**src/common/eipr_pkg.sv**
```systemverilog
// Purpose: Shared constants for the peripheral interrupt priority block.
// Assumes: An 8-bit special function register bus on the system clock.
// Notes: Source indices follow the bit positions of the priority register.
//
// Notes on behaviour
// - Bit 7 sets timer3 priority, 1 high.
// - Bit 6 sets comparator B priority.
// - Bit 5 sets comparator A priority.
// - Bit 4 sets counter array priority.
// - Bit 3 sets ADC conversion-done priority.
// - Bit 2 sets ADC window priority.
// - Bit 1 sets USB function priority.
// - Bit 0 sets SMBus priority.
package eipr_pkg;

  // ==========================================================================
  // Register map
  // ==========================================================================
  localparam logic [7:0] EIPR_PRIO_ADDR = 8'hf6;
  localparam logic [7:0] EIPR_PRIO_RESET = 8'h00;

  // ==========================================================================
  // Field positions
  // ==========================================================================
  localparam int EIPR_TIMER3_BIT = 7;
  localparam int EIPR_COMP_B_BIT = 6;
  localparam int EIPR_COMP_A_BIT = 5;
  localparam int EIPR_COUNTER_ARRAY_BIT = 4;
  localparam int EIPR_ADC_DONE_BIT = 3;
  localparam int EIPR_ADC_WINDOW_BIT = 2;
  localparam int EIPR_USB_FUNCTION_BIT = 1;
  localparam int EIPR_SMBUS_BIT = 0;
  localparam int EIPR_NUM_SRC = 8;

  // ==========================================================================
  // Service nesting states
  // ==========================================================================
  typedef enum logic [1:0] {
    EIPR_IDLE = 2'b00,
    EIPR_LOW = 2'b01,
    EIPR_HIGH = 2'b10,
    EIPR_BOTH = 2'b11
  } eipr_state_t;

endpackage : eipr_pkg

```
**src/common/eipr_pick_if.sv**
```systemverilog
// Purpose: Carries requests and priorities to the picker and its choices back.
// Assumes: Purely combinational exchange within one clock domain.
// Notes: The picker reports the highest-index pending source of each level.
`timescale 1ns/1ns
interface eipr_pick_if;
  logic [7:0] req;
  logic [7:0] prio;
  logic hi_valid;
  logic [2:0] hi_idx;
  logic lo_valid;
  logic [2:0] lo_idx;

  modport ctrl (output req, output prio, input hi_valid, input hi_idx,
                input lo_valid, input lo_idx);
  modport pick (input req, input prio, output hi_valid, output hi_idx,
                output lo_valid, output lo_idx);
endinterface : eipr_pick_if

```
**src/rtl/eipr_picker.sv**
```systemverilog
// Purpose: Splits pending requests by priority level and picks one of each.
// Assumes: Requests are already masked of sources in service.
// Notes: Among equal levels the higher bit index wins.
`timescale 1ns/1ns
module eipr_picker (
  eipr_pick_if.pick pk
);

  logic [7:0] hi_req;
  logic [7:0] lo_req;

  // ==========================================================================
  // Level split per source
  // ==========================================================================
  for (genvar g = 0; g < 8; g++) begin : g_split
    assign hi_req[g] = pk.req[g] & pk.prio[g];
    assign lo_req[g] = pk.req[g] & ~pk.prio[g];
  end

  // ==========================================================================
  // Fixed-order encoders
  // ==========================================================================
  always_comb begin
    pk.hi_valid = 1'b0;
    pk.hi_idx = 3'h0;
    pk.lo_valid = 1'b0;
    pk.lo_idx = 3'h0;
    for (int i = 0; i < 8; i++) begin
      if (hi_req[i]) begin
        pk.hi_valid = 1'b1;
        pk.hi_idx = 3'(i);
      end
      if (lo_req[i]) begin
        pk.lo_valid = 1'b1;
        pk.lo_idx = 3'(i);
      end
    end
  end

endmodule : eipr_picker

```
**src/rtl/eipr_top.sv**
```systemverilog
// Purpose: Peripheral interrupt priority register and two-level nesting.
// Assumes: Requests and service-done come from logic on clk_sys_i.
// Notes: Register reads return data one cycle after the read strobe.
// A read and a write in the same cycle return the value before the write.
// A source in service is hidden from picking until its routine returns.
// Requests are levels; software clears them at the requesting peripheral.
`timescale 1ns/1ns
module eipr_top (
  // Clock and reset
  input wire logic clk_sys_i,
  input wire logic rst_i,
  // Special function register port
  input wire logic [7:0] sfr_addr_i,
  input wire logic sfr_wr_i,
  input wire logic sfr_rd_i,
  input wire logic [7:0] sfr_wdata_i,
  output logic [7:0] sfr_rdata_o,
  // Interrupt requests and service handshake
  input wire logic [7:0] irq_req_i,
  input wire logic svc_done_i,
  // Priority and dispatch outputs
  output logic timer3_prio_o,
  output logic comparator_b_prio_o,
  output logic comparator_a_prio_o,
  output logic counter_array_prio_o,
  output logic adc_done_prio_o,
  output logic adc_window_prio_o,
  output logic usb_function_prio_o,
  output logic smbus_prio_o,
  output logic irq_take_o,
  output logic [2:0] irq_vec_o,
  output logic irq_take_hi_o,
  output logic active_hi_o,
  output logic active_lo_o
);

  eipr_pick_if pk ();

  logic [7:0] peripheral_irq_priority;
  logic [7:0] next_peripheral_irq_priority;
  logic [7:0] next_sfr_rdata;
  eipr_pkg::eipr_state_t state;
  eipr_pkg::eipr_state_t next_state;
  logic [2:0] lo_vec;
  logic [2:0] next_lo_vec;
  logic [2:0] hi_vec;
  logic [2:0] next_hi_vec;
  logic next_irq_take;
  logic [2:0] next_irq_vec;
  logic next_irq_take_hi;
  logic [7:0] in_service;
  logic sel;
  logic lo_held;
  logic hi_held;

  // ==========================================================================
  // Priority register
  // ==========================================================================
  assign sel = (sfr_addr_i == eipr_pkg::EIPR_PRIO_ADDR);

  // Other addresses leave the register alone and read back as zero.
  always_comb begin
    next_peripheral_irq_priority = peripheral_irq_priority;
    next_sfr_rdata = 8'h00;
    if (sfr_wr_i && sel) begin
      next_peripheral_irq_priority = sfr_wdata_i;
    end
    if (sfr_rd_i && sel) begin
      next_sfr_rdata = peripheral_irq_priority;
    end
  end

  always_ff @(posedge clk_sys_i) begin
    if (rst_i) begin
      peripheral_irq_priority <= eipr_pkg::EIPR_PRIO_RESET;
      sfr_rdata_o <= 8'h00;
    end else begin
      peripheral_irq_priority <= next_peripheral_irq_priority;
      sfr_rdata_o <= next_sfr_rdata;
    end
  end

  // ==========================================================================
  // Per-source priority outputs
  // ==========================================================================
  // Each output has a flip-flop of its own, loaded with the register's next value, so it changes in the same cycle as the register.
  always_ff @(posedge clk_sys_i) begin
    if (rst_i) begin
      timer3_prio_o <= 1'b0;
      comparator_b_prio_o <= 1'b0;
      comparator_a_prio_o <= 1'b0;
      counter_array_prio_o <= 1'b0;
      adc_done_prio_o <= 1'b0;
      adc_window_prio_o <= 1'b0;
      usb_function_prio_o <= 1'b0;
      smbus_prio_o <= 1'b0;
    end else begin
      timer3_prio_o <= next_peripheral_irq_priority[
        eipr_pkg::EIPR_TIMER3_BIT];
      comparator_b_prio_o <= next_peripheral_irq_priority[
        eipr_pkg::EIPR_COMP_B_BIT];
      comparator_a_prio_o <= next_peripheral_irq_priority[
        eipr_pkg::EIPR_COMP_A_BIT];
      counter_array_prio_o <= next_peripheral_irq_priority[
        eipr_pkg::EIPR_COUNTER_ARRAY_BIT];
      adc_done_prio_o <= next_peripheral_irq_priority[
        eipr_pkg::EIPR_ADC_DONE_BIT];
      adc_window_prio_o <= next_peripheral_irq_priority[
        eipr_pkg::EIPR_ADC_WINDOW_BIT];
      usb_function_prio_o <= next_peripheral_irq_priority[
        eipr_pkg::EIPR_USB_FUNCTION_BIT];
      smbus_prio_o <= next_peripheral_irq_priority[
        eipr_pkg::EIPR_SMBUS_BIT];
    end
  end

  // ==========================================================================
  // Service marking
  // ==========================================================================
  // Sources already in service are hidden so a held request is not retaken.
  // A level holds its source while its routine runs or waits preempted.
  assign lo_held = (state == eipr_pkg::EIPR_LOW) ||
    (state == eipr_pkg::EIPR_BOTH);
  assign hi_held = (state == eipr_pkg::EIPR_HIGH) ||
    (state == eipr_pkg::EIPR_BOTH);

  for (genvar g = 0; g < eipr_pkg::EIPR_NUM_SRC; g++) begin : g_svc
    assign in_service[g] = (lo_held && (lo_vec == 3'(g))) ||
      (hi_held && (hi_vec == 3'(g)));
  end

  // ==========================================================================
  // Request picking
  // ==========================================================================
  assign pk.req = irq_req_i & ~in_service;
  assign pk.prio = peripheral_irq_priority;

  // The picker is combinational; its choices feed the next state.
  eipr_picker u_picker (
    .pk(pk)
  );

  // ==========================================================================
  // Service nesting
  // ==========================================================================
  // Two levels nest at most once: a high request may interrupt a low routine,
  // while nothing interrupts a routine of its own level or above. The state
  // keeps both sources so the low routine resumes when the high one ends.
  always_comb begin
    next_state = state;
    next_lo_vec = lo_vec;
    next_hi_vec = hi_vec;
    next_irq_take = 1'b0;
    next_irq_vec = irq_vec_o;
    next_irq_take_hi = 1'b0;
    unique case (state)
      eipr_pkg::EIPR_IDLE: begin
        // A high request beats any low one pending in the same cycle.
        if (pk.hi_valid) begin
          next_state = eipr_pkg::EIPR_HIGH;
          next_hi_vec = pk.hi_idx;
          next_irq_take = 1'b1;
          next_irq_vec = pk.hi_idx;
          next_irq_take_hi = 1'b1;
        end else if (pk.lo_valid) begin
          next_state = eipr_pkg::EIPR_LOW;
          next_lo_vec = pk.lo_idx;
          next_irq_take = 1'b1;
          next_irq_vec = pk.lo_idx;
        end
      end
      eipr_pkg::EIPR_LOW: begin
        // A return in the same cycle as a high request wins; the request
        // is then taken from idle on the next cycle.
        if (svc_done_i) begin
          next_state = eipr_pkg::EIPR_IDLE;
        end else if (pk.hi_valid) begin
          next_state = eipr_pkg::EIPR_BOTH;
          next_hi_vec = pk.hi_idx;
          next_irq_take = 1'b1;
          next_irq_vec = pk.hi_idx;
          next_irq_take_hi = 1'b1;
        end
      end
      eipr_pkg::EIPR_HIGH: begin
        // Nothing may interrupt a high-level routine.
        if (svc_done_i) begin
          next_state = eipr_pkg::EIPR_IDLE;
        end
      end
      eipr_pkg::EIPR_BOTH: begin
        // Resuming the preempted routine shows its vector without a take.
        if (svc_done_i) begin
          next_state = eipr_pkg::EIPR_LOW;
          next_irq_vec = lo_vec;
        end
      end
    endcase
  end

  always_ff @(posedge clk_sys_i) begin
    if (rst_i) begin
      state <= eipr_pkg::EIPR_IDLE;
      lo_vec <= 3'h0;
      hi_vec <= 3'h0;
      irq_take_o <= 1'b0;
      irq_vec_o <= 3'h0;
      irq_take_hi_o <= 1'b0;
      active_hi_o <= 1'b0;
      active_lo_o <= 1'b0;
    end else begin
      state <= next_state;
      lo_vec <= next_lo_vec;
      hi_vec <= next_hi_vec;
      irq_take_o <= next_irq_take;
      irq_vec_o <= next_irq_vec;
      irq_take_hi_o <= next_irq_take_hi;
      // The active flags follow the state, so they move with the take pulse.
      active_hi_o <= next_state[1];
      active_lo_o <= next_state[0];
    end
  end

endmodule : eipr_top

```
**config.mk**
```make
export PLATFORM = sky130hd
export DESIGN_NAME = eipr_top
export DESIGN_NICKNAME = d
export VERILOG_FILES = /design/src/common/eipr_pkg.sv /design/src/common/eipr_pick_if.sv /design/src/rtl/eipr_picker.sv /design/src/rtl/eipr_top.sv
export SDC_FILE = /design/constraint.sdc
export NUM_CORES = 1
export LEC_CHECK = 0
export BUFFER_PORTS_ARGS = -buffer_cell sky130_fd_sc_hd__clkbuf_2
export CAP_MARGIN = 15
export CORE_ASPECT_RATIO = 1.25
export CORE_MARGIN = 1
export CORE_UTILIZATION = 29
export DETAILED_ROUTE_END_ITERATION = 7
export PLACE_DENSITY = 0.52
export SKIP_LAST_GASP = 1
export SYNTH_ARGS = -nofsm -noshare
export SYNTH_HDL_FRONTEND = slang
export SYNTH_SLANG_ARGS = --single-unit
```
**constraint.sdc**
```tcl
create_clock -name clk_sys_i -period 2.3 [get_ports clk_sys_i]
set_input_delay 0.115 -clock clk_sys_i [delete_from_list [all_inputs] [get_ports clk_sys_i]]
set_output_delay 0.115 -clock clk_sys_i [all_outputs]
set_load 0.005 [all_outputs]
```
==> metrics.txt <==
R2R setup slack=100 ps; commonest non-fill, non-tap cells in the layout=clkbuf_2, dfxtp_1, nor2_1; Final setup viols=0; P_leak=0.0009527 µW; DRC=0; Cell Rows=29; clock root buffer=clkbuf_8; HPWL Detailed=3354 µm; Synth Register Bits=29; Hold Crit Endpoint=peripheral_irq_priority[6]; Crit Path Max Fanout=11; io pins=52; RePlAce Congestion=0.8209; Worst setup startpoint=active_hi_o; Sink Count=29; Seq pwr share=50.0%; layout cell share with drive strength beyond 1=38.20%; synthesized area per cell=9.100 µm²; htree depth=2; Synth Net Count=201; element type at the critical path start=flip-flop; Psw=270.4 µW; worst hold path depth=3; initial DRC count=45; R2R depth=7; most common library cell in the layout ignoring fill and taps=clkbuf_2; post-synth design cell area=1565 µm²; Post-CTS Setup Bufs=0; internal power=805.3 µW; Port Buffer Count=51; Die Height=84.14 µm; critical path type=reg2reg; filler instances=554; post-route ant nets=0; met2 wire length=2116 µm; TritonRoute pass-1 iters=4; met1 WL=1946 µm; Reg-to-Reg End=lo_vec[1]; synth warn=0; largest net degree at the start of global routing=22; max_slew headroom=67.55%; Design Area, Final=2064 µm²; worst setup margin=100.7 ps; placed instance area=1937 µm²; Max Clock Skew=7.168 ps; routed wire length=4385 µm; worst hold start=sfr_wdata_i[6]; asr flop ratio synth=0%; Clock power frac=37.2%; setup tns final=0 ps; sw frac=25.14%; Arrival @ worst endpoint=2360 ps; final period utilization=95.62%; DR vias=1556; detail-routed net length per standard cell=14.86 µm; top layer in use=met4; area of the die=5697 µm²; chip width=67.71 µm; Worst VDD drop=392.5 µV; status=finished, final reports clean; RSZ-0062 raised after global routing=no; number of synthesized flops with an enable pin=0; Max Cap Viol=0; Critical Path RT=2460 ps; hold slack=60.94 ps; Clock transition at path regs=60 ps; Overall Global Routing Usage=16.23%; layout net count=261; fmax=0.4547 GHz; Initial Utilization=30.38%; Post-Synthesis Cells=172; Slew Limit Fails=0; Setup WS pre-CTS=-75.97 ps; Max clock buf depth=2; main flop type after synthesis=dfxtp_1; Fin. Hold Viols=0; first-pass GRT wire length=6837 µm; Clk Latency, worst-skew pair=280 ps; Period minus WS final=2199 ps; sequential fraction of the synthesis area=37.09%; total CTS buffers=5; metal3 WL=223 µm; Setup crit end kind=flip-flop; combinational power share=12.8%; number of diodes=0; CTS tree=built; pwr/cell area=521.0 nW/µm²; Layout area overhead=31.89%; Yosys cell types=46; initial antenna violation count=0; Hold/Removal Path Class=in2reg; vias per inst=5.275; core footprint=5152 µm²; grt ovf=0; r2r startpoint=active_hi_o; vias in the first global route=1408; Slew @ Worst Pin=485.6 ps
==> worst max-delay path, cell delays in order (launching register included) <==
cell	delay, ps
dfxtp_2	450
and4b_1	270
or3b_1	130
o2111ai_2	160
or4_1	590
nand3_1	200
mux2i_1	220
nor2_1	50
==> how the worst max path moves through the flow <==
stage	to	slack (ps)	cells past startpoint
finish	lo_vec[1]	100	7
global route	irq_vec_o[2]	2	7
CTS	lo_vec[0]	40	7
detailed placement	lo_vec[2]	-80	7
global placement	lo_vec[2]	-130	7
floorplan	irq_vec_o[2]	230	9
==> flip-flops by register name (all words and copies together) (netlist names) <==
register and count:
lo_vec 3, state 1, hi_vec 3, sfr_rdata_o 8, irq_take_hi_o 1, irq_vec_o 3, irq_take_o 1, active_hi_o 1
peripheral_irq_priority 8
==> power groups by stage <==
stage / combinational [µW] / sequential (µW) / clock, µW
floorplan: 89.3 / 533 / 0
global placement: 134 / 546 / 0
detailed placement: 133 / 546 / 0
CTS: 134 / 535 / 413
global route: 150 / 540 / 442
finish: 138 / 538 / 401
==> cells by family (layout without fill, tap and decap cells) <==
group	after synthesis	count (layout)	share of synthesized area, %
and+or+nand+nor	88	88	36.45
buffers and inverters	12	73	3.757
muxes	15	15	9.592
DFF	29	29	37.09
AOI/OAI and AO/OA	28	28	13.11
==> routing by layer <==
metal | vias to the layer above | GRT usage [%]
met5 | - | 0
li1 | 774 | -
met2 | 47 | 26.10
met3 | 11 | 4.348
met4 | 0 | 7.157
met1 | 724 | 19.67
==> stage by stage <==
stage | power (µW) | util [%] | instances
2_1_floorplan | 622.1 | - | 172
3_3_place_gp | 679.4 | 37.59 | 287
3_5_place_dp | 679.4 | 37.59 | 287
4_1_cts | 1082 | 39.22 | 295
5_1_grt | 1133 | 40.07 | 295
6_report | 1076 | 40.07 | 295
==> Yosys cell counts, drive strengths merged, types with 4 or more instances <==
cell type  instances  area [µm²]
nand3              5       25.02
nor2              19       71.32
and2               8       50.05
buf                6       36.28
nand2             11       41.29
o21ai              7       42.54
mux2i             15       150.1
nand4b             8       76.32
nand4              9       56.30
clkbuf             4       15.01
dfxtp             29       580.6
a21oi              6       30.03
==> area by class of cell <==
type	count	area (µm²)	share of cell area [%]
Inverter	2	7.507	0.3636
Tap cell	62	77.57	3.758
Multi-Input combinational cell	131	963.4	46.67
Clock buffer	8	80.08	3.879
Timing Repair Buffer	63	345.3	16.73
Sequential cell	29	590.6	28.61
==> repair_timing <==
item                       CTS  global route
hold buffers                 0             0
pin swaps                    0             0
setup endpoints to repair    7             7
resized for setup            2            13
hold endpoints to repair     0             0
(Power assumes the default switching activity.)
